<file path="config.mk">
export PLATFORM = sky130hd
export DESIGN_NAME = gpio_port_ext_irq
export DESIGN_NICKNAME = d
export VERILOG_FILES = /design/src/gpio_port_pkg.sv /design/src/gpio_port_ext_irq.sv
export SDC_FILE = /design/constraint.sdc
export NUM_CORES = 1
export LEC_CHECK = 0
export ABC_AREA = 1
export BUFFER_PORTS_ARGS = -buffer_cell sky130_fd_sc_hd__buf_2
export CAP_MARGIN = 10
export CORE_ASPECT_RATIO = 1.5
export CORE_MARGIN = 5
export CORE_UTILIZATION = 30
export CTS_CLUSTER_SIZE = 24
export DETAILED_ROUTE_END_ITERATION = 6
export PLACE_DENSITY = 0.54
export SETUP_SLACK_MARGIN = 0.02
export SLEW_MARGIN = 20
export SYNTH_ARGS = -nofsm -noshare
export SYNTH_HDL_FRONTEND = slang
export SYNTH_SLANG_ARGS = --single-unit
</file>
<file path="constraint.sdc">
create_clock -name pclk -period 1.6 [get_ports pclk]
set_input_delay 0 -clock pclk [delete_from_list [all_inputs] [get_ports pclk]]
set_output_delay 0 -clock pclk [all_outputs]
set_load 0.005 [all_outputs]
</file>
<file path="src/gpio_port_pkg.sv">
package gpio_port_pkg;

   // Port geometry
   localparam int PIN_COUNT = 6;
   localparam int OUT_ONLY_PIN = 3;
   localparam int SENS_W = 2 * PIN_COUNT;

   // Register indices; byte address is four times the index
   localparam logic [3:0] IDX_DATA = 4'h0;
   localparam logic [3:0] IDX_DIR = 4'h1;
   localparam logic [3:0] IDX_OPT = 4'h2;
   localparam logic [3:0] IDX_SENS = 4'h3;
   localparam logic [3:0] IDX_PEND = 4'h4;

   // Reset values
   localparam logic [5:0] DATA_RST = 6'h00;
   localparam logic [5:0] DIR_RST = 6'h08;
   localparam logic [5:0] OPT_RST = 6'h02;
   localparam logic [11:0] SENS_RST = 12'h000;

   // Per-pin sensitivity codes
   typedef enum logic [1:0] {
      SENS_FALL_LOW = 2'h0,
      SENS_RISE = 2'h1,
      SENS_FALL = 2'h2,
      SENS_BOTH = 2'h3
   } sens_t;

   // Pad drive towards the pins
   typedef struct packed {
      logic [5:0] out;
      logic [5:0] oe_n;
      logic [5:0] pull_up;
   } pad_t;

   // Alternate function requests from on-chip peripherals
   typedef struct packed {
      logic [5:0] out_en;
      logic [5:0] out_val;
      logic [5:0] out_od;
      logic [5:0] in_en;
   } alt_t;

   // APB slave handshake state
   typedef enum logic [1:0] {
      BUS_IDLE = 2'b01,
      BUS_ACCESS = 2'b10
   } bus_state_t;

endpackage

</file>
<file path="src/gpio_port_ext_irq.sv">
// The implementer's own choices: the APB interface to the registers and the placing of the registers.
`timescale 1ns/1ps
module gpio_port_ext_irq
   import gpio_port_pkg::*;
(
   // Clock and reset
   input wire logic pclk,
   input wire logic presetn,
   // APB slave
   input wire logic psel,
   input wire logic penable,
   input wire logic pwrite,
   input wire logic [31:0] paddr,
   input wire logic [31:0] pwdata,
   output logic [31:0] prdata,
   output logic pready,
   output logic pslverr,
   // Pins
   input wire logic [5:0] pin_in,
   output pad_t pad,
   // Alternate functions
   input wire alt_t alt,
   output logic [5:0] alt_in_val,
   // Interrupt requests and vector fetch acknowledge
   input wire logic [5:0] irq_ack,
   output logic [5:0] irq_req,
   output logic wake_req
);

   bus_state_t bus_reg;
   logic [5:0] data_reg;
   logic [5:0] dir_reg;
   logic [5:0] opt_reg;
   logic [11:0] sens_reg;
   logic [5:0] pend_reg;
   logic [5:0] pend_next;
   logic [5:0] sync1_reg;
   logic [5:0] sync2_reg;
   logic [5:0] det_prev_reg;
   logic [5:0] det_in;
   logic [5:0] dir_eff;
   logic [5:0] event_hit;
   logic [5:0] sens_clr;
   logic [5:0] read_pins;
   logic [3:0] reg_idx;
   logic addr_ok;
   logic wr_fire;
   logic [31:0] rd_mux;
   logic [11:0] sens_wr;

   // Word index decode and write strobe
   assign reg_idx = paddr[5:2];
   assign addr_ok = (paddr[31:6] == 26'h0000000) && (paddr[1:0] == 2'h0)
                    && (reg_idx <= IDX_PEND);
   assign wr_fire = psel && penable && pready && pwrite && addr_ok;
   assign sens_wr = pwdata[11:0];

   // APB handshake: one access cycle, no wait states
   always_ff @(posedge pclk or negedge presetn) begin
      if (!presetn) begin
         bus_reg <= BUS_IDLE;
         pready <= 1'b0;
         pslverr <= 1'b0;
      end else begin
         case (bus_reg)
            BUS_IDLE: begin
               if (psel && !penable) begin
                  bus_reg <= BUS_ACCESS;
                  pready <= 1'b1;
                  pslverr <= !addr_ok;
               end
            end
            BUS_ACCESS: begin
               bus_reg <= BUS_IDLE;
               pready <= 1'b0;
               pslverr <= 1'b0;
            end
            default: begin
               bus_reg <= BUS_IDLE;
               pready <= 1'b0;
               pslverr <= 1'b0;
            end
         endcase
      end
   end

   // Read data captured in the setup cycle
   always_comb begin
      rd_mux = 32'h00000000;
      case (reg_idx)
         IDX_DATA: rd_mux = {26'h0000000, read_pins};
         IDX_DIR: rd_mux = {26'h0000000, dir_eff};
         IDX_OPT: rd_mux = {26'h0000000, opt_reg};
         IDX_SENS: rd_mux = {20'h00000, sens_reg};
         IDX_PEND: rd_mux = {26'h0000000, pend_reg};
         default: rd_mux = 32'h00000000;
      endcase
   end

   always_ff @(posedge pclk or negedge presetn) begin
      if (!presetn) begin
         prdata <= 32'h00000000;
      end else if (psel && !penable && !pwrite && addr_ok) begin
         prdata <= rd_mux;
      end
   end

   // Port control registers; the latch is written in any direction
   always_ff @(posedge pclk or negedge presetn) begin
      if (!presetn) begin
         data_reg <= DATA_RST;
         dir_reg <= DIR_RST;
         opt_reg <= OPT_RST;
         sens_reg <= SENS_RST;
      end else if (wr_fire) begin
         case (reg_idx)
            IDX_DATA: data_reg <= pwdata[5:0];
            IDX_DIR: dir_reg <= pwdata[5:0];
            IDX_OPT: opt_reg <= pwdata[5:0];
            IDX_SENS: sens_reg <= sens_wr;
            default: begin
            end
         endcase
      end
   end

   // Effective direction: output-only pin and peripheral outputs forced out
   always_comb begin
      dir_eff = dir_reg | alt.out_en;
      dir_eff[OUT_ONLY_PIN] = 1'b1;
   end

   // Two-stage input synchroniser
   always_ff @(posedge pclk or negedge presetn) begin
      if (!presetn) begin
         sync1_reg <= 6'h3F;
         sync2_reg <= 6'h3F;
      end else begin
         sync1_reg <= pin_in;
         sync2_reg <= sync1_reg;
      end
   end

   // Data read path per pin
   always_comb begin
      for (int i = 0; i < PIN_COUNT; i++) begin
         if (alt.out_en[i] && !dir_reg[i]) begin
            read_pins[i] = alt.out_val[i];
         end else if (dir_eff[i]) begin
            read_pins[i] = data_reg[i];
         end else begin
            read_pins[i] = sync2_reg[i];
         end
      end
   end

   // Detector input held high unless input with interrupt
   always_comb begin
      det_in = ~(~dir_eff & opt_reg) | sync2_reg;
      det_in[OUT_ONLY_PIN] = 1'b1;
   end

   always_ff @(posedge pclk or negedge presetn) begin
      if (!presetn) begin
         det_prev_reg <= 6'h3F;
      end else begin
         det_prev_reg <= det_in;
      end
   end

   // Event qualification per pin sensitivity
   always_comb begin
      for (int i = 0; i < PIN_COUNT; i++) begin
         case (sens_t'(sens_reg[2*i +: 2]))
            SENS_FALL_LOW: event_hit[i] = !det_in[i];
            SENS_RISE: event_hit[i] = det_in[i] && !det_prev_reg[i];
            SENS_FALL: event_hit[i] = !det_in[i] && det_prev_reg[i];
            SENS_BOTH: event_hit[i] = det_in[i] != det_prev_reg[i];
            default: event_hit[i] = 1'b0;
         endcase
         sens_clr[i] = wr_fire && (reg_idx == IDX_SENS)
                       && (sens_wr[2*i +: 2] != sens_reg[2*i +: 2]);
      end
   end

   // Pending latches: a new event wins over either clear
   assign pend_next = (pend_reg & ~irq_ack & ~sens_clr) | event_hit;

   always_ff @(posedge pclk or negedge presetn) begin
      if (!presetn) begin
         pend_reg <= 6'h00;
         irq_req <= 6'h00;
         wake_req <= 1'b0;
      end else begin
         pend_reg <= pend_next;
         irq_req <= pend_next;
         wake_req <= |pend_next;
      end
   end

   // Pad drive, registered from the current configuration
   always_ff @(posedge pclk or negedge presetn) begin
      if (!presetn) begin
         pad.out <= 6'h00;
         pad.oe_n <= 6'h3F;
         pad.pull_up <= 6'h00;
         alt_in_val <= 6'h00;
      end else begin
         for (int i = 0; i < PIN_COUNT; i++) begin
            if (alt.out_en[i]) begin
               pad.out[i] <= alt.out_val[i];
               pad.oe_n[i] <= alt.out_od[i] && alt.out_val[i];
               pad.pull_up[i] <= 1'b0;
            end else if (dir_eff[i]) begin
               pad.out[i] <= data_reg[i];
               pad.oe_n[i] <= !opt_reg[i] && data_reg[i];
               pad.pull_up[i] <= 1'b0;
            end else begin
               pad.out[i] <= 1'b0;
               pad.oe_n[i] <= 1'b1;
               pad.pull_up[i] <= opt_reg[i];
            end
            alt_in_val[i] <= dir_eff[i] ? data_reg[i] : sync2_reg[i];
         end
      end
   end

   // Checks
   // Output-only pin keeps its output drive with its direction bit cleared
   property p_out_only_dir;
      @(posedge pclk) disable iff (!presetn)
      (!dir_reg[OUT_ONLY_PIN] && !alt.out_en[OUT_ONLY_PIN]) |=>
         pad.oe_n[OUT_ONLY_PIN] == ($past(data_reg[OUT_ONLY_PIN])
         && !$past(opt_reg[OUT_ONLY_PIN]));
   endproperty
   a_out_only_dir: assert property (p_out_only_dir)
      else $error("output-only pin seen as input");

   property p_ack_clear;
      @(posedge pclk) disable iff (!presetn)
      (pend_reg[0] && irq_ack[0] && !event_hit[0]) |=> !irq_req[0];
   endproperty
   a_ack_clear: assert property (p_ack_clear)
      else $error("vector fetch did not clear pending");

   property p_sens_clear;
      @(posedge pclk) disable iff (!presetn)
      (wr_fire && reg_idx == IDX_SENS && sens_wr[1:0] != sens_reg[1:0]
       && !event_hit[0]) |=> !pend_reg[0];
   endproperty
   a_sens_clear: assert property (p_sens_clear)
      else $error("sensitivity change kept pending");

   property p_det_hold;
      @(posedge pclk) disable iff (!presetn)
      (!opt_reg[0] || dir_eff[0]) |-> det_in[0];
   endproperty
   a_det_hold: assert property (p_det_hold)
      else $error("detector input not held high");

   property p_input_off;
      @(posedge pclk) disable iff (!presetn)
      ($past(presetn) && !dir_eff[1] && !alt.out_en[1]) |=>
         (pad.oe_n[1] && pad.pull_up[1] == $past(opt_reg[1]));
   endproperty
   a_input_off: assert property (p_input_off)
      else $error("input pin driven or wrong pull-up");

   property p_open_drain;
      @(posedge pclk) disable iff (!presetn)
      (dir_reg[2] && !alt.out_en[2]) |=>
         pad.oe_n[2] == ($past(data_reg[2]) && !$past(opt_reg[2]));
   endproperty
   a_open_drain: assert property (p_open_drain)
      else $error("output drive type wrong");

   property p_sync;
      @(posedge pclk) disable iff (!presetn)
      $past(presetn, 2) |-> sync2_reg == $past(pin_in, 2);
   endproperty
   a_sync: assert property (p_sync)
      else $error("synchroniser depth wrong");

   property p_read_input;
      @(posedge pclk) disable iff (!presetn)
      (psel && !penable && !pwrite && paddr == 32'h00000000
       && !dir_eff[0] && !alt.out_en[0]) |=> prdata[0] == $past(sync2_reg[0]);
   endproperty
   a_read_input: assert property (p_read_input)
      else $error("input read not pin level");

   property p_wake;
      @(posedge pclk) disable iff (!presetn)
      event_hit[0] |=> (wake_req && irq_req[0]) [*1];
   endproperty
   a_wake: assert property (p_wake)
      else $error("event did not raise wake");

   property p_ready;
      @(posedge pclk) disable iff (!presetn)
      (psel && !penable && bus_reg == BUS_IDLE) |=> pready ##1 !pready;
   endproperty
   a_ready: assert property (p_ready)
      else $error("apb answer timing wrong");

   // Peripheral input follows the latch while the pin is an output
   property p_alt_in_latch;
      @(posedge pclk) disable iff (!presetn)
      ($past(presetn) && dir_eff[4]) |=> alt_in_val[4] == $past(data_reg[4]);
   endproperty
   a_alt_in_latch: assert property (p_alt_in_latch)
      else $error("peripheral input not fed from latch");

   c_edge_irq: cover property (@(posedge pclk) disable iff (!presetn)
      !dir_eff[0] && opt_reg[0] && irq_req[0]);
   c_ack: cover property (@(posedge pclk) disable iff (!presetn)
      irq_req[1] && irq_ack[1]);
   c_alt_out: cover property (@(posedge pclk) disable iff (!presetn)
      alt.out_en[2] && !pad.oe_n[2]);
   c_sens_clear: cover property (@(posedge pclk) disable iff (!presetn)
      pend_reg[0] && sens_clr[0]);

endmodule

</file>
Word-level counts from Yosys, hierarchy flattened

Index checks and enable logic that the tools add are counted.

Register bits after elaboration: 113
Bits in latches: 0
Bits in writable memories: 0
Memory bits (read-only): 0
Input port bits: 105
Output and inout port bits: 65
Logic and storage cells: 203
Memories kept: 0

Add/sub/neg operators: 0
Multiply operators: 0
Divide/modulo/power cells: 0
$lt $le $gt $ge: 1
Eq/ne operators: 35
Shift operators: 0
Multiplexer cells: 56
Bitwise operators: 10
Reduce and logical (&&, ||, !) cells: 84

Operator list:

| kind                 | count |
|---|---|
| $pmux W12 S5         | 1 |
| $mux W1              | 48 |
| $logic_and A1 B1 Y1  | 44 |
| $logic_not A26 Y1    | 1 |
| $logic_not A1 Y1     | 25 |
| $eq A2 B2 Y1 const B | 12 |
| $not A6 Y6           | 4 |
| $pmux W1 S4          | 5 |
| $and A6 B6 Y6        | 3 |
| $or A6 B6 Y6         | 3 |
| $eq A2 B1 Y1 const B | 7 |
| $logic_not A2 Y1     | 7 |
| $ne A2 B2 Y1         | 6 |
| $eq A4 B2 Y1 const B | 2 |
| $reduce_and A2 Y1    | 4 |
| $reduce_or A6 Y1     | 1 |
| $ne A1 B1 Y1         | 5 |
| $eq A4 B1 Y1 const B | 1 |
| $eq A4 B3 Y1 const B | 1 |
| $le A4 B3 Y1 const B | 1 |
| $logic_not A4 Y1     | 1 |
| $mux W2              | 2 |
| $reduce_or A4 Y1     | 1 |
| $ne A2 B2 Y1 const B | 1 |

Logic depth before layout (Yosys ltp)

Gate-level depths: netlist of the first run.

Depth after elaboration: 10
Depth in mapped cells: 12
Gate-level depth less buffers: 12

Worst setup path after synthesis of the first run

Ideal clock, no wire load.

Kind: register to register
Start point: reg opt_reg[1]
End point: reg wake_req
Library setup time: 0.125 ns
Data arrival time: 1.487 ns
Required time: 1.475 ns
Slack: -0.012 ns
Cell stages (with the launch flop): 11
Path buffers: 0
Clock period less this slack: 1.612 ns
Cell sequence: dfstp_2 inv_1 nor3_1 inv_1 ha_1 a21oi_1 o21ai_0 nand2_1 nand2_1 nor2_1 nand3_1

Longest elaborated chain between the ends: 8
Elaborated cells between the ends (all ways): 10
Those cells by class: eq/ne (1); mux (1); bitwise (4); reduce/logical (4)

RTL lines:

| item                   | RTL line                                           | source |
|---|---|---|
| from (decl)            | gpio_port_ext_irq.sv:33                            | `logic [5:0] opt_reg;` |
| from (signal assigned) | gpio_port_ext_irq.sv:119                           | `IDX_OPT: opt_reg <= pwdata[5:0];` |
| $and A6 B6 Y6 (*)      | gpio_port_ext_irq.sv:159                           | `det_in = ~(~dir_eff & opt_reg) \| sync2_reg;` |
| $not A6 Y6 (*)         | gpio_port_ext_irq.sv:159                           |  |
| $or A6 B6 Y6 (*)       | gpio_port_ext_irq.sv:159                           |  |
| via det_in[1]          | gpio_port_ext_irq.sv:40                            | `logic [5:0] det_in;` |
| $logic_not A1 Y1       | gpio_port_ext_irq.sv:175, gpio_port_ext_irq.sv:177 |  |
| $logic_and A1 B1 Y1    | gpio_port_ext_irq.sv:177                           | `SENS_FALL: event_hit[i] = !det_in[i] && det_prev_reg[i];` |
| $pmux W1 S4 (*)        | gpio_port_ext_irq.sv:174                           | `case (sens_t'(sens_reg[2*i +: 2]))` |
| $or A6 B6 Y6 (*)       | gpio_port_ext_irq.sv:187                           | `assign pend_next = (pend_reg & ~irq_ack & ~sens_clr) \| event_hit;` |
| via pend_next[1]       | gpio_port_ext_irq.sv:36                            | `logic [5:0] pend_next;` |
| $reduce_or A6 Y1 (*)   | gpio_port_ext_irq.sv:197                           | `wake_req <= \|pend_next;` |
| to (signal assigned)   | gpio_port_ext_irq.sv:197                           |  |
| to (decl)              | gpio_port_ext_irq.sv:27                            | `output logic wake_req` |

The timed path passes the listed nets; every way through them passes the cells marked *.
A chain may end at the register's enable or synchronous reset.

Worst setup path after layout of the first run

Start point: reg sync2_reg[4]
End point: reg wake_req

Longest elaborated chain between the ends: 6
Elaborated cells between the ends (all ways): 8
Those cells by class: eq/ne (1); mux (1); bitwise (2); reduce/logical (4)

RTL lines:

| item                   | RTL line                                           | source |
|---|---|---|
| from (decl)            | gpio_port_ext_irq.sv:38                            | `logic [5:0] sync2_reg;` |
| from (signal assigned) | gpio_port_ext_irq.sv:140                           | `sync2_reg <= sync1_reg;` |
| $or A6 B6 Y6 (*)       | gpio_port_ext_irq.sv:159                           |  |
| via det_in[4]          | gpio_port_ext_irq.sv:40                            |  |
| $logic_not A1 Y1       | gpio_port_ext_irq.sv:175, gpio_port_ext_irq.sv:177 |  |
| $logic_and A1 B1 Y1    | gpio_port_ext_irq.sv:177                           |  |
| $pmux W1 S4 (*)        | gpio_port_ext_irq.sv:174                           |  |
| $or A6 B6 Y6 (*)       | gpio_port_ext_irq.sv:187                           |  |
| via pend_next[4]       | gpio_port_ext_irq.sv:36                            |  |
| $reduce_or A6 Y1 (*)   | gpio_port_ext_irq.sv:197                           |  |

Marked as above.

==> summary.md, run 1 <==
| Metric | Value |
|---|---|
| Status | `complete, but fails checks` |
| Failing checks | `negative setup slack` |
| Most frequent cells in the layout | `buf_2 (120), nand2_1 (102), dfrtp_1 (66), buf_4 (55), inv_1 (54)` |
| Power density cells | `between 700 and 800 nW/µm²` |
| Largest net degree at the start of global routing | `41` |
| Post-layout util | `46.5%` |
| Drt wl/cell | `14.3 µm` |
| Initial antenna violation count | `0` |
| Router iterations before antenna repair | `4` |
| Startpoint types | `register` |
| Crit path cell chain | `inv_1 -> nand2_2 -> buf_6 -> inv_2 -> ha_4 -> a21oi_1 -> o21ai_1 -> nand2_1 -> nand2_2 -> nor2_2 -> nand3_2` |
| CTS tree | `yes` |
| RR Endpoint | `wake_req` |
| Flops & latches, synth | `90` |
| I/O Buffers | `roughly 120` |
| Crit path top cell by count | `nand2_2` |
| Die X | `around 110 µm` |
| Endpoint class of the critical path | `register` |
| Worst path slowest cell | `dfstp_2` |
| Largest register FFs | `17` |
| Synth-to-Final Area Change | `51.4%` |
| Tot GR Track Use | `between 15 and 20%` |
| Worst hold path type | `in2reg` |
| Final setup vio count | `1` |
| WP data arrival | `1.85 ns` |
| Internal power | `approximately 0.0040 W` |
| Peak fanout along the critical path | `2` |
| FP Rows | `53` |
| Avg Inst Size Synth | `~8.8 µm²` |
| DRT iter0 DRCs | `138` |
| Part of the Yosys area used for sequential elements | `between 50 and 60%` |
| Layout cells sized above 1 | `around 38%` |
| Fin Clk Skew | `0.00379 ns` |
| Lkg Pwr | `about 3.3 nW` |
| Die H | `~160 µm` |
| CTS sink count | `90` |
| Period minus WS final | `1.62 ns` |
| Reg2reg setup slack | `-0.02 ns` |
| Max Clk Rate | `619 MHz` |
| Post-synth ARST share | `100%` |
| Max clock buf depth | `2` |
| RSZ-0062 raised after global routing | `yes` |
| Via count | `approximately 4k` |
| Diodes inserted | `0` |
| Clk pwr share | `44.2%` |
| Ports | `170` |
| Logic pwr share | `a little over a tenth` |
| Mapped Area | `4320 µm²` |
| Reg2reg path depth | `11` |
| Total power | `around 0.0052 W` |
| Synth warn | `0` |
| Later-pin clock latency in the skew report | `0.34 ns` |
| Post-synth EDFFs | `0` |
| Worst-margin pin slew | `around 0.55 ns` |
| Reg2reg start | `sync2_reg[4]` |
| Period Utilization, post-route | `101%` |
| Max VDD drop | `410 µV` |
| Setup_tns | `-0.0153 ns` |
| Root Driver | `clkbuf_16` |
| Global placement routability congestion | `between 0.8 and 0.9` |
| Max incr delay on CP | `about 0.53 ns` |
| Antenna viol nets, final | `0` |
| Nets | `approximately 840` |
| WP data required | `1.83 ns` |
| HPWL after detailed placement | `around 9700 µm` |
| Most common cell after layout, fill and taps aside | `buf_2` |
| Hold path start | `psel` |
| Number of library cell types mapped by synthesis | `32` |
| Number of cells on the worst hold path | `5` |
| Total wire length | `roughly 13000 µm` |
| Hold Path End | `pready` |
| # DRC | `0` |
| Full die area | `16900 µm²` |
| Hold violation total from the final report | `0` |
| First-pass GRT wire length | `roughly 21000 µm` |
| Net Sw Frac | `between 20% and 30%` |
| Worst setup path class | `reg2reg` |
| Slack of the critical path | `-0.0153 ns` |
| Vias in the first global route | `~4.2k` |
| CTS Buf Count | `9` |
| Psw | `roughly 0.0012 W` |
| Max Cap Violations | `0` |
| # H-tree levels | `3` |
| Max Slew Vio Count | `0` |
| Hold slack | `between 0.04 and 0.05 ns` |
| Grt ovf | `0` |
| Rel. slew slack | `63.5%` |
| Total core area | `between 10000 and 15000 µm²` |
| Via-to-Cell Ratio | `about 4.4` |
| Synth Flop Type | `dfrtp_1` |
| Initial core utilization | `between 30% and 40%` |
| Synth Instances | `490` |
| Worst-path clk slew | `0.07 ns` |
| Register share of total power | `45.5%` |
Yosys cell counts, drive strengths merged, types with 5 or more instances:
library cell	instances	share of area, %
a21oi	14	1.6
nand2	112	9.9
nand3	10	1.2
buf	25	4.4
dfrtp	66	38
o211ai	5	0.87
o21ai	58	6.7
xnor2	12	2.4
ha	10	2.9
nor2	50	5.2
o22ai	8	1.2
o311ai	5	1.0
dfstp	24	15
nand4	6	0.87
inv	65	5.7
critical path, delay by kind of cell (launching register included):
kind                       cells  cell delay, ns
AOI/OAI and AO/OA              2            0.22
adders and majority gates      1            0.15
DFF                            1            0.53
and+or+nand+nor                5            0.42
buffers and inverters          3            0.19
layer usage:
metal / vias up / GRT usage, % / part of all wire, %
met4: 0 / 5.78 / 2.3
met3: 20 / 3.32 / 5.5
met1: 1940 / 17.8 / 40
li1: 2009 / - / -
met5: - / 0 / 0
met2: 116 / 29.3 / 53
metrics by stage:
step                instance area, µm²  worst slack, ns  cells
detailed placement                5410           -0.142    841
CTS                               6310          -0.0619    912
global placement                  5410           -0.109    841
floorplan                         4400           0.0340    510
global route                      6530           -0.126    921
finish                            6530          -0.0153    921
timing repair:
item | 4_1_cts | 5_1_grt
setup buffers | 3 | 9
pin swaps | 12 | 24
gates resized for setup | 15 | 54
endpoints found under the hold margin | 85 | 2
endpoints found under the setup margin | 2 | 8
hold buffers | 52 | 2
power by group through the flow:
stage	Combinational, W	Clock, W	Sequential, W
floorplan	0.000170	0	0.00241
CTS	0.000521	0.00235	0.00237
global route	0.000603	0.00244	0.00238
finish	0.000540	0.00230	0.00237
global placement	0.000412	0	0.00241
detailed placement	0.000420	0	0.00241
layout make-up:
class	instances	area, µm²
fillers	1407	7530
well taps	192	240
clock inverters	7	92.6
inverters	65	244
multi-input cells	327	1850
flip-flops and latches	90	2280
repair buffers	231	1600
clock buffers	9	225
cell families after synthesis:
family | Yosys count | synth area share, %
xor+xnor | 12 | 2.44
other cells | 1 | 0.0869
fa+ha+maj | 10 | 2.90
mux | 2 | 0.522
compound gates | 97 | 12.6
flops | 90 | 52.9
buf+inv | 93 | 10.4
simple gates | 185 | 18.2
how the worst max path moves through the flow:
stage | from | to | cells after the start
4_1_cts | dir_reg[1] | wake_req | 11
3_5_place_dp | dir_reg[0] | wake_req | 11
5_1_grt | dir_reg[4] | wake_req | 11
2_1_floorplan | opt_reg[1] | wake_req | 10
6_report | sync2_reg[4] | wake_req | 11
3_3_place_gp | dir_reg[0] | wake_req | 11
Power figures use the tool's default switching activity.
==> run 2: changes to the inputs <==
--- a/config.mk
+++ b/config.mk
@@ -10,10 +10,11 @@
 export CAP_MARGIN = 10
 export CORE_ASPECT_RATIO = 1.5
 export CORE_MARGIN = 5
-export CORE_UTILIZATION = 30
+export CORE_UTILIZATION = 46
+export CTS_BUF_LIST = sky130_fd_sc_hd__clkbuf_4
 export CTS_CLUSTER_SIZE = 24
 export DETAILED_ROUTE_END_ITERATION = 6
-export PLACE_DENSITY = 0.54
+export PLACE_DENSITY = 0.77
 export SETUP_SLACK_MARGIN = 0.02
 export SLEW_MARGIN = 20
 export SYNTH_ARGS = -nofsm -noshare
==> run 2 against run 1 <==
Non-clock buffer count down 2. Wire length down 6.9%. Global-route usage up 5.6 points. Via count up 1.1%. Core utilization up 21 points. Total power down 20%. Register-to-register slack worse by 0.07 ns. The run still ends with negative setup slack left. Largest power group unchanged. Sequential share of layout area up 2.0 points. First-iteration DRC count up 99%.
==> summary.md, run 2 (synthesis results as in run 1) <==
| Metric | Value |
|---|---|
| Status | `complete, but fails checks` |
| Failing checks | `negative setup slack` |
| Net Sw Frac | `25.0%` |
| Max Slew Vio Count | `0` |
| Clk pwr share | `between 30% and 40%` |
| Hold slack | `between 0.015 and 0.02 ns` |
| Critical path origin | `dir_reg[0]` |
| Router iterations before antenna repair | `5` |
| Drt wl/cell | `between 10 and 15 µm` |
| Root Driver | `clkbuf_4` |
| Worst setup path class | `reg2reg` |
| Fin Clk Skew | `between 0.015 and 0.02 ns` |
| Most common cell after layout, fill and taps aside | `buf_2` |
| DRT iter0 DRCs | `roughly 280` |
| Period Utilization, post-route | `105%` |
| Nets | `roughly 840` |
| Max clock buf depth | `2` |
| Total core area | `roughly 9200 µm²` |
| Crit path to | `wake_req` |
| Global placement routability congestion | `about 0.8` |
| # DRC | `0` |
| FP Rows | `43` |
| Fillers | `between 700 and 800` |
| First-pass GRT wire length | `~19000 µm` |
| Most frequent cells in the layout | `buf_2 (120), nand2_1 (104), dfrtp_1 (66), inv_1 (57), buf_4 (53)` |
| Lkg Pwr | `around 3.2 nW` |
| Max VDD drop | `about 530 µV` |
| RSZ-0062 raised after global routing | `yes` |
| CTS tree | `yes` |
| Reg2reg start | `dir_reg[0]` |
| Slack of the critical path | `-0.0832 ns` |
| Via count | `around 4.1k` |
| Logic pwr share | `between 10% and 20%` |
| Grt ovf | `0` |
| Largest net degree at the start of global routing | `36` |
| Internal power | `just over 0.003 W` |
| Endpoint class of the critical path | `register` |
| Reg2reg setup slack | `-0.08 ns` |
| HPWL after detailed placement | `roughly 8700 µm` |
| Initial antenna violation count | `0` |
| Via-to-Cell Ratio | `~4.9` |
| Total wire length | `around 12000 µm` |
| Full die area | `about 11000 µm²` |
| Initial core utilization | `a little under half` |
| CTS Buf Count | `9` |
| Antenna viol nets, final | `0` |
| Worst hold path type | `in2async` |
| Period minus WS final | `1.68 ns` |
| Worst-path clk slew | `~0.15 ns` |
| Power density cells | `a little under 700 nW/µm²` |
| Peak fanout along the critical path | `3` |
| WP data required | `roughly 2.0 ns` |
| Synth-to-Final Area Change | `43.0%` |
| Vias in the first global route | `about 4.2k` |
| Diodes inserted | `0` |
| Max Cap Violations | `0` |
| Place WS | `-0.158 ns` |
| RR Endpoint | `wake_req` |
| Startpoint types | `register` |
| Register share of total power | `a little under three fifths` |
| Placed insts | `754` |
| Reg2reg path depth | `10` |
| # H-tree levels | `3` |
| Final setup vio count | `1` |
| Max Clk Rate | `slightly below 600 MHz` |
| Layout cells sized above 1 | `between 30% and 40%` |
| Tot GR Track Use | `around 21%` |
| Psw | `just over 0.001 W` |
| Hold violation total from the final report | `0` |
| Finished Layout Cells | `~840` |
| CTS sink count | `90` |
| Ports | `170` |
| Die H | `129 µm` |
| I/O Buffers | `about 120` |
| Die X | `roughly 89 µm` |
| Later-pin clock latency in the skew report | `about 0.45 ns` |
| WP data arrival | `2.04 ns` |
| Largest register FFs | `17` |
-- run 2: cell count changes in the layout (fill, tap and decap cells not counted), moves of 3 or more --
cell       change
ha_1           +3
clkbuf_4      +11
clkbuf_16      -9
inv_2          -3
ha_4           -4
inv_1          +3
-- run 2: worst min path at each step --
stage	from	endpoint	slack, ns
final	presetn	prdata[5]	0.02
after global routing	presetn	prdata[11]	0.05
after CTS	presetn	prdata[5]	0.01
after detailed placement	presetn	pad[2]	-0.01
after global placement	presetn	pad[15]	-0.02
after floorplan	presetn	alt_in_val[0]	-0.30
-- run 2: power groups by stage --
| stage | registers [W] | logic (W) | clock network, W |
|---|---|---|---|
| 3_3_place_gp | 0.00241 | 0.000393 | 0 |
| 6_report | 0.00237 | 0.000522 | 0.00126 |
| 4_1_cts | 0.00237 | 0.000502 | 0.00127 |
| 2_1_floorplan | 0.00241 | 0.000170 | 0 |
| 3_5_place_dp | 0.00241 | 0.000403 | 0 |
| 5_1_grt | 0.00238 | 0.000582 | 0.00139 |
-- run 2: critical path: stages, from the launching register on --
cell	delay, ns
dfrtp_1	0.42
nor2_2	0.16
inv_2	0.07
nor2_4	0.12
nand2_2	0.08
ha_2	0.31
o21ai_0	0.07
nand2_1	0.08
nand2_2	0.09
nor2_4	0.12
nand3_1	0.07
-- run 2: layout make-up --
| type | count | area [µm²] | area share [%] |
|---|---|---|---|
| inverters | 65 | 244 | 3.95 |
| clock buffers | 11 | 82.6 | 1.34 |
| clock inverters | 5 | 47.5 | 0.770 |
| repair buffers | 229 | 1600 | 25.9 |
| flip-flops and latches | 90 | 2280 | 37.0 |
| well taps | 112 | 140 | 2.27 |
| multi-input cells | 327 | 1770 | 28.8 |
-- run 2: routing by layer --
metal	global-route usage [%]	up-vias	part of all wire [%]
met5	0	-	0
met4	8.15	0	2.2
met3	3.97	21	5.6
met2	39.2	124	56
met1	24.0	1980	36
li1	-	2005	-
-- run 2: stage by stage --
stage          power (W)  cell area [µm²]  util [%]  setup TNS [ns]
2_1_floorplan    0.00258             4400         -               0
3_3_place_gp     0.00280             5280      57.4         -0.0891
3_5_place_dp     0.00281             5280      57.4          -0.158
4_1_cts          0.00414             5990      65.1         -0.0945
5_1_grt          0.00435             6170      67.1          -0.217
6_report         0.00415             6170      67.1         -0.0832
-- run 2: repair_timing --
item                                    CTS  global route
setup buffers                             5            13
hold buffers                             51             4
hold endpoints to repair                145             4
endpoints found under the setup margin    1            35
gates resized for setup                   8            41
pin swaps                                 7            25
==> run 3: changes to the inputs <==
--- a/config.mk
+++ b/config.mk
@@ -5,14 +5,12 @@
 export SDC_FILE = /design/constraint.sdc
 export NUM_CORES = 1
 export LEC_CHECK = 0
-export ABC_AREA = 1
 export BUFFER_PORTS_ARGS = -buffer_cell sky130_fd_sc_hd__buf_2
 export CAP_MARGIN = 10
 export CORE_ASPECT_RATIO = 1.5
 export CORE_MARGIN = 5
 export CORE_UTILIZATION = 46
 export CTS_BUF_LIST = sky130_fd_sc_hd__clkbuf_4
-export CTS_CLUSTER_SIZE = 24
 export DETAILED_ROUTE_END_ITERATION = 6
 export PLACE_DENSITY = 0.77
 export SETUP_SLACK_MARGIN = 0.02
==> run 3 against run 2 <==
The flow finishes with violations (negative hold slack, negative setup slack). Sequential share of layout area decreased by 2.0 points. Global-route usage increased by 1.2 points. Wire length increased by 3.6%. Cell count decreased by 9.7%. Via count decreased by 4.7%. Synthesized cell count decreased by 21%. Clock-buffer cell count decreased by 1. Register-to-register slack got worse by 1.0 ns. Non-clock buffer count increased by 23. Design area increased by 5.8%. Critical path type unchanged.
==> summary.md, run 3 <==
| Metric | Value |
|---|---|
| Fin Clk Skew | `between 0.02 and 0.03 ns` |
| Critical path origin | `opt_reg[1]` |
| Placed Area | `~5600 µm²` |
| Drt wl/cell | `~17 µm` |
| Clk pwr share | `30.4%` |
| Endpoint class of the critical path | `register` |
| Global placement routability congestion | `about 0.9` |
| Top cells by count, synth | `dfrtp_1 (66), mux2_2 (36), nand2_1 (35)` |
| Period Utilization, post-route | `168%` |
| Logic pwr share | `13.1%` |
| Nets | `between 700 and 800` |
| Synth Instances | `roughly 390` |
| Peak fanout along the critical path | `2` |
| Most frequent cells in the layout | `buf_2 (119), dfrtp_1 (66), buf_4 (66), dlygate4sd3_1 (55), nand2_1 (34)` |
| Flops & latches, synth | `90` |
| Reg2reg path depth | `8` |
| Worst-margin pin slew | `between 0.5 and 0.6 ns` |
| Tot GR Track Use | `between 20% and 30%` |
| Layout cells sized above 1 | `48.9%` |
| Slack of the critical path | `-1.09 ns` |
| Final setup vio count | `17` |
| Register share of total power | `56.5%` |
| Internal power | `0.00313 W` |
| Most common cell after layout, fill and taps aside | `buf_2` |
| CTS sink count | `90` |
| Crit path to | `wake_req` |
| Die X | `between 80 and 90 µm` |
| Psw | `around 0.0010 W` |
| Avg Inst Size Synth | `around 11 µm²` |
| Crit path cell chain | `nor4b_4 -> inv_1 -> ha_1 -> inv_1 -> mux4_2 -> a31o_1 -> or3_1 -> or4_1` |
| Status | `complete, but fails checks` |
| Hold slack | `-0.0941 ns` |
| Post-synth EDFFs | `0` |
| Via-to-Cell Ratio | `between 5 and 6` |
| Max VDD drop | `just over 800 µV` |
| Antenna viol nets, final | `0` |
| WP data arrival | `about 3.0 ns` |
| Hold violation total from the final report | `4` |
| FP Rows | `between 40 and 50` |
| Delay-heaviest family, CP | `simple AND/OR/NAND/NOR gates` |
| Net Sw Frac | `between 20% and 30%` |
| Worst-path clk slew | `0.15 ns` |
| Die H | `roughly 130 µm` |
| RR Endpoint | `wake_req` |
| Total power | `0.00417 W` |
| Number of library cell types mapped by synthesis | `50` |
| Reg2reg setup slack | `-1.09 ns` |
| Design Area, Final | `approximately 6500 µm²` |
| Period minus WS final | `between 2 and 3 ns` |
| Vias in the first global route | `between 4k and 5k` |
| Total wire length | `~13000 µm` |
| Post-synth ARST share | `100%` |
| Yosys top cell area share | `between 30% and 40%` |
| Top post-synthesis cells by area | `dfrtp_1 (38%), dfstp_2 (14%), mux2_2 (9.3%)` |
| CTS tree | `yes` |
| Area leader, netlist | `dfrtp_1` |
| Startpoint types | `register` |
| Count leader, synth | `dfrtp_1` |
| CTS Buf Count | `9` |
| Later-pin clock latency in the skew report | `0.45 ns` |
| Total core area | `9250 µm²` |
| WP data required | `~1.9 ns` |
| Place WS | `-1.05 ns` |
| DRT iter0 DRCs | `approximately 190` |
| Failing checks | `negative hold slack, negative setup slack` |
| # H-tree levels | `3` |
| Area of the multi-input gates | `~2100 µm²` |
| Root Driver | `clkbuf_4` |
| CP Buf/Inv Count | `2` |
| Largest net degree at the start of global routing | `39` |
| Worst setup path class | `reg2reg` |
| Grt ovf | `0` |
| Max Cap Violations | `0` |
| Number of cells on the critical path | `8` |
| HPWL after detailed placement | `8980 µm` |
| I/O Buffers | `121` |
| Max clock buf depth | `2` |
| Largest register FFs | `17` |
| Synth Flop Type | `dfrtp_1` |
| Max Slew Vio Count | `0` |
| Via count | `3934` |
| # DRC | `0` |
| Router iterations before antenna repair | `4` |
| Power density cells | `roughly 640 nW/µm²` |
| Rel. slew slack | `between 60% and 70%` |
| Worst path slowest cell | `dfstp_2` |
| Lkg Pwr | `approximately 3.3 nW` |
| Max incr delay on CP | `between 0.5 and 0.6 ns` |
| Max Clk Rate | `around 370 MHz` |
| Reg2reg start | `opt_reg[1]` |
| Mapped Area | `4360 µm²` |
| Synth warn | `0` |
| Crit path top cell by count | `inv_1` |
| Worst hold path type | `in2reg` |
| Ports | `between 150 and 200` |
| Initial antenna violation count | `0` |
| FF+latch area | `2280 µm²` |
| Synth-to-Final Area Change | `49.7%` |
| RSZ-0062 raised after global routing | `yes` |
| Part of the Yosys area used for sequential elements | `approximately 52%` |
| First-pass GRT wire length | `approximately 20000 µm` |
| Fillers | `~640` |
| Full die area | `between 10000 and 15000 µm²` |
| Initial core utilization | `a little under half` |
run 3: cell types whose count changed after synthesis, moves of 10 or more:
cell	before	now
mux2_2	2	36
o21ai_0	57	23
nor2_1	45	18
nand2_1	111	35
inv_1	65	20
nand2b_1	0	10
run 3: metrics by stage:
stage / instances / setup TNS (ns) / hold WS [ns] / utilization [%]
CTS: 754 / -2.93 / -0.140 / 69.0
detailed placement: 675 / -10.45 / 0.0106 / 60.3
global placement: 675 / -10.09 / 0.00177 / 60.3
floorplan: 406 / -3.22 / -0.296 / -
global route: 756 / -4.61 / -0.102 / 70.5
finish: 758 / -3.50 / -0.0941 / 70.5
run 3: routing by layer:
layer / track usage, % / vias up / share of wire [%]
met5: 0 / - / 0
met3: 2.35 / 33 / 5.1
met2: 41.1 / 127 / 56
met4: 12.6 / 0 / 3.7
li1: - / 1829 / -
met1: 25.0 / 1945 / 35
run 3: logic make-up after synthesis:
logic type	count (synthesis)	synth area share (%)
adder cells (fa/ha/maj)	10	2.87
XOR/XNOR	12	2.41
buffers and inverters	50	6.14
AND/OR/NAND/NOR	105	13.1
flip-flops	90	52.3
multiplexers	45	12.2
AO/OA/AOI/OAI	73	10.9
other	1	0.0860
run 3: repair_timing:
item,in CTS,in global routing
hold buffers,59,1
buffers inserted,4,8
gates resized for setup,16,42
endpoints found under the setup margin,18,41
hold endpoints to repair,140,3
pin swaps,2,10
run 3: power by group through the flow:
stage,clock (W),combinational [W],sequential (W)
after floorplan,0,0.000165,0.00240
after global placement,0,0.000409,0.00239
after detailed placement,0,0.000419,0.00239
after CTS,0.00131,0.000533,0.00235
after global routing,0.00139,0.000602,0.00236
final,0.00127,0.000546,0.00235
run 3: area by class of cell:
class,instances,share of cell area [%]
clock inverter,6,0.997
sequential,90,35.0
inverter,20,1.19
tap,112,2.15
timing repair buffer,252,27.7
antenna,2,0.0767
clock buffer,10,1.15
multi-input combinational,266,31.8
run 3: how the worst min path moves through the flow:
stage,from,end,slack (ns),cells past startpoint
CTS,alt[18],det_prev_reg[0],-0.14,3
global placement,presetn,alt_in_val[3],0.002,1
global route,alt[18],det_prev_reg[0],-0.10,3
finish,alt[18],det_prev_reg[0],-0.09,3
floorplan,presetn,alt_in_val[0],-0.30,0
detailed placement,presetn,alt_in_val[3],0.01,1
run 3: worst reg2reg max path, delay by kind of cell, from the launching register on:
family | cells | cell delay, ns
adder cells (fa/ha/maj) | 1 | 0.27
buffers and inverters | 2 | 0.12
AND/OR/NAND/NOR | 3 | 0.97
AO/OA/AOI/OAI | 1 | 0.21
multiplexers | 1 | 0.45
flip-flops | 1 | 0.56
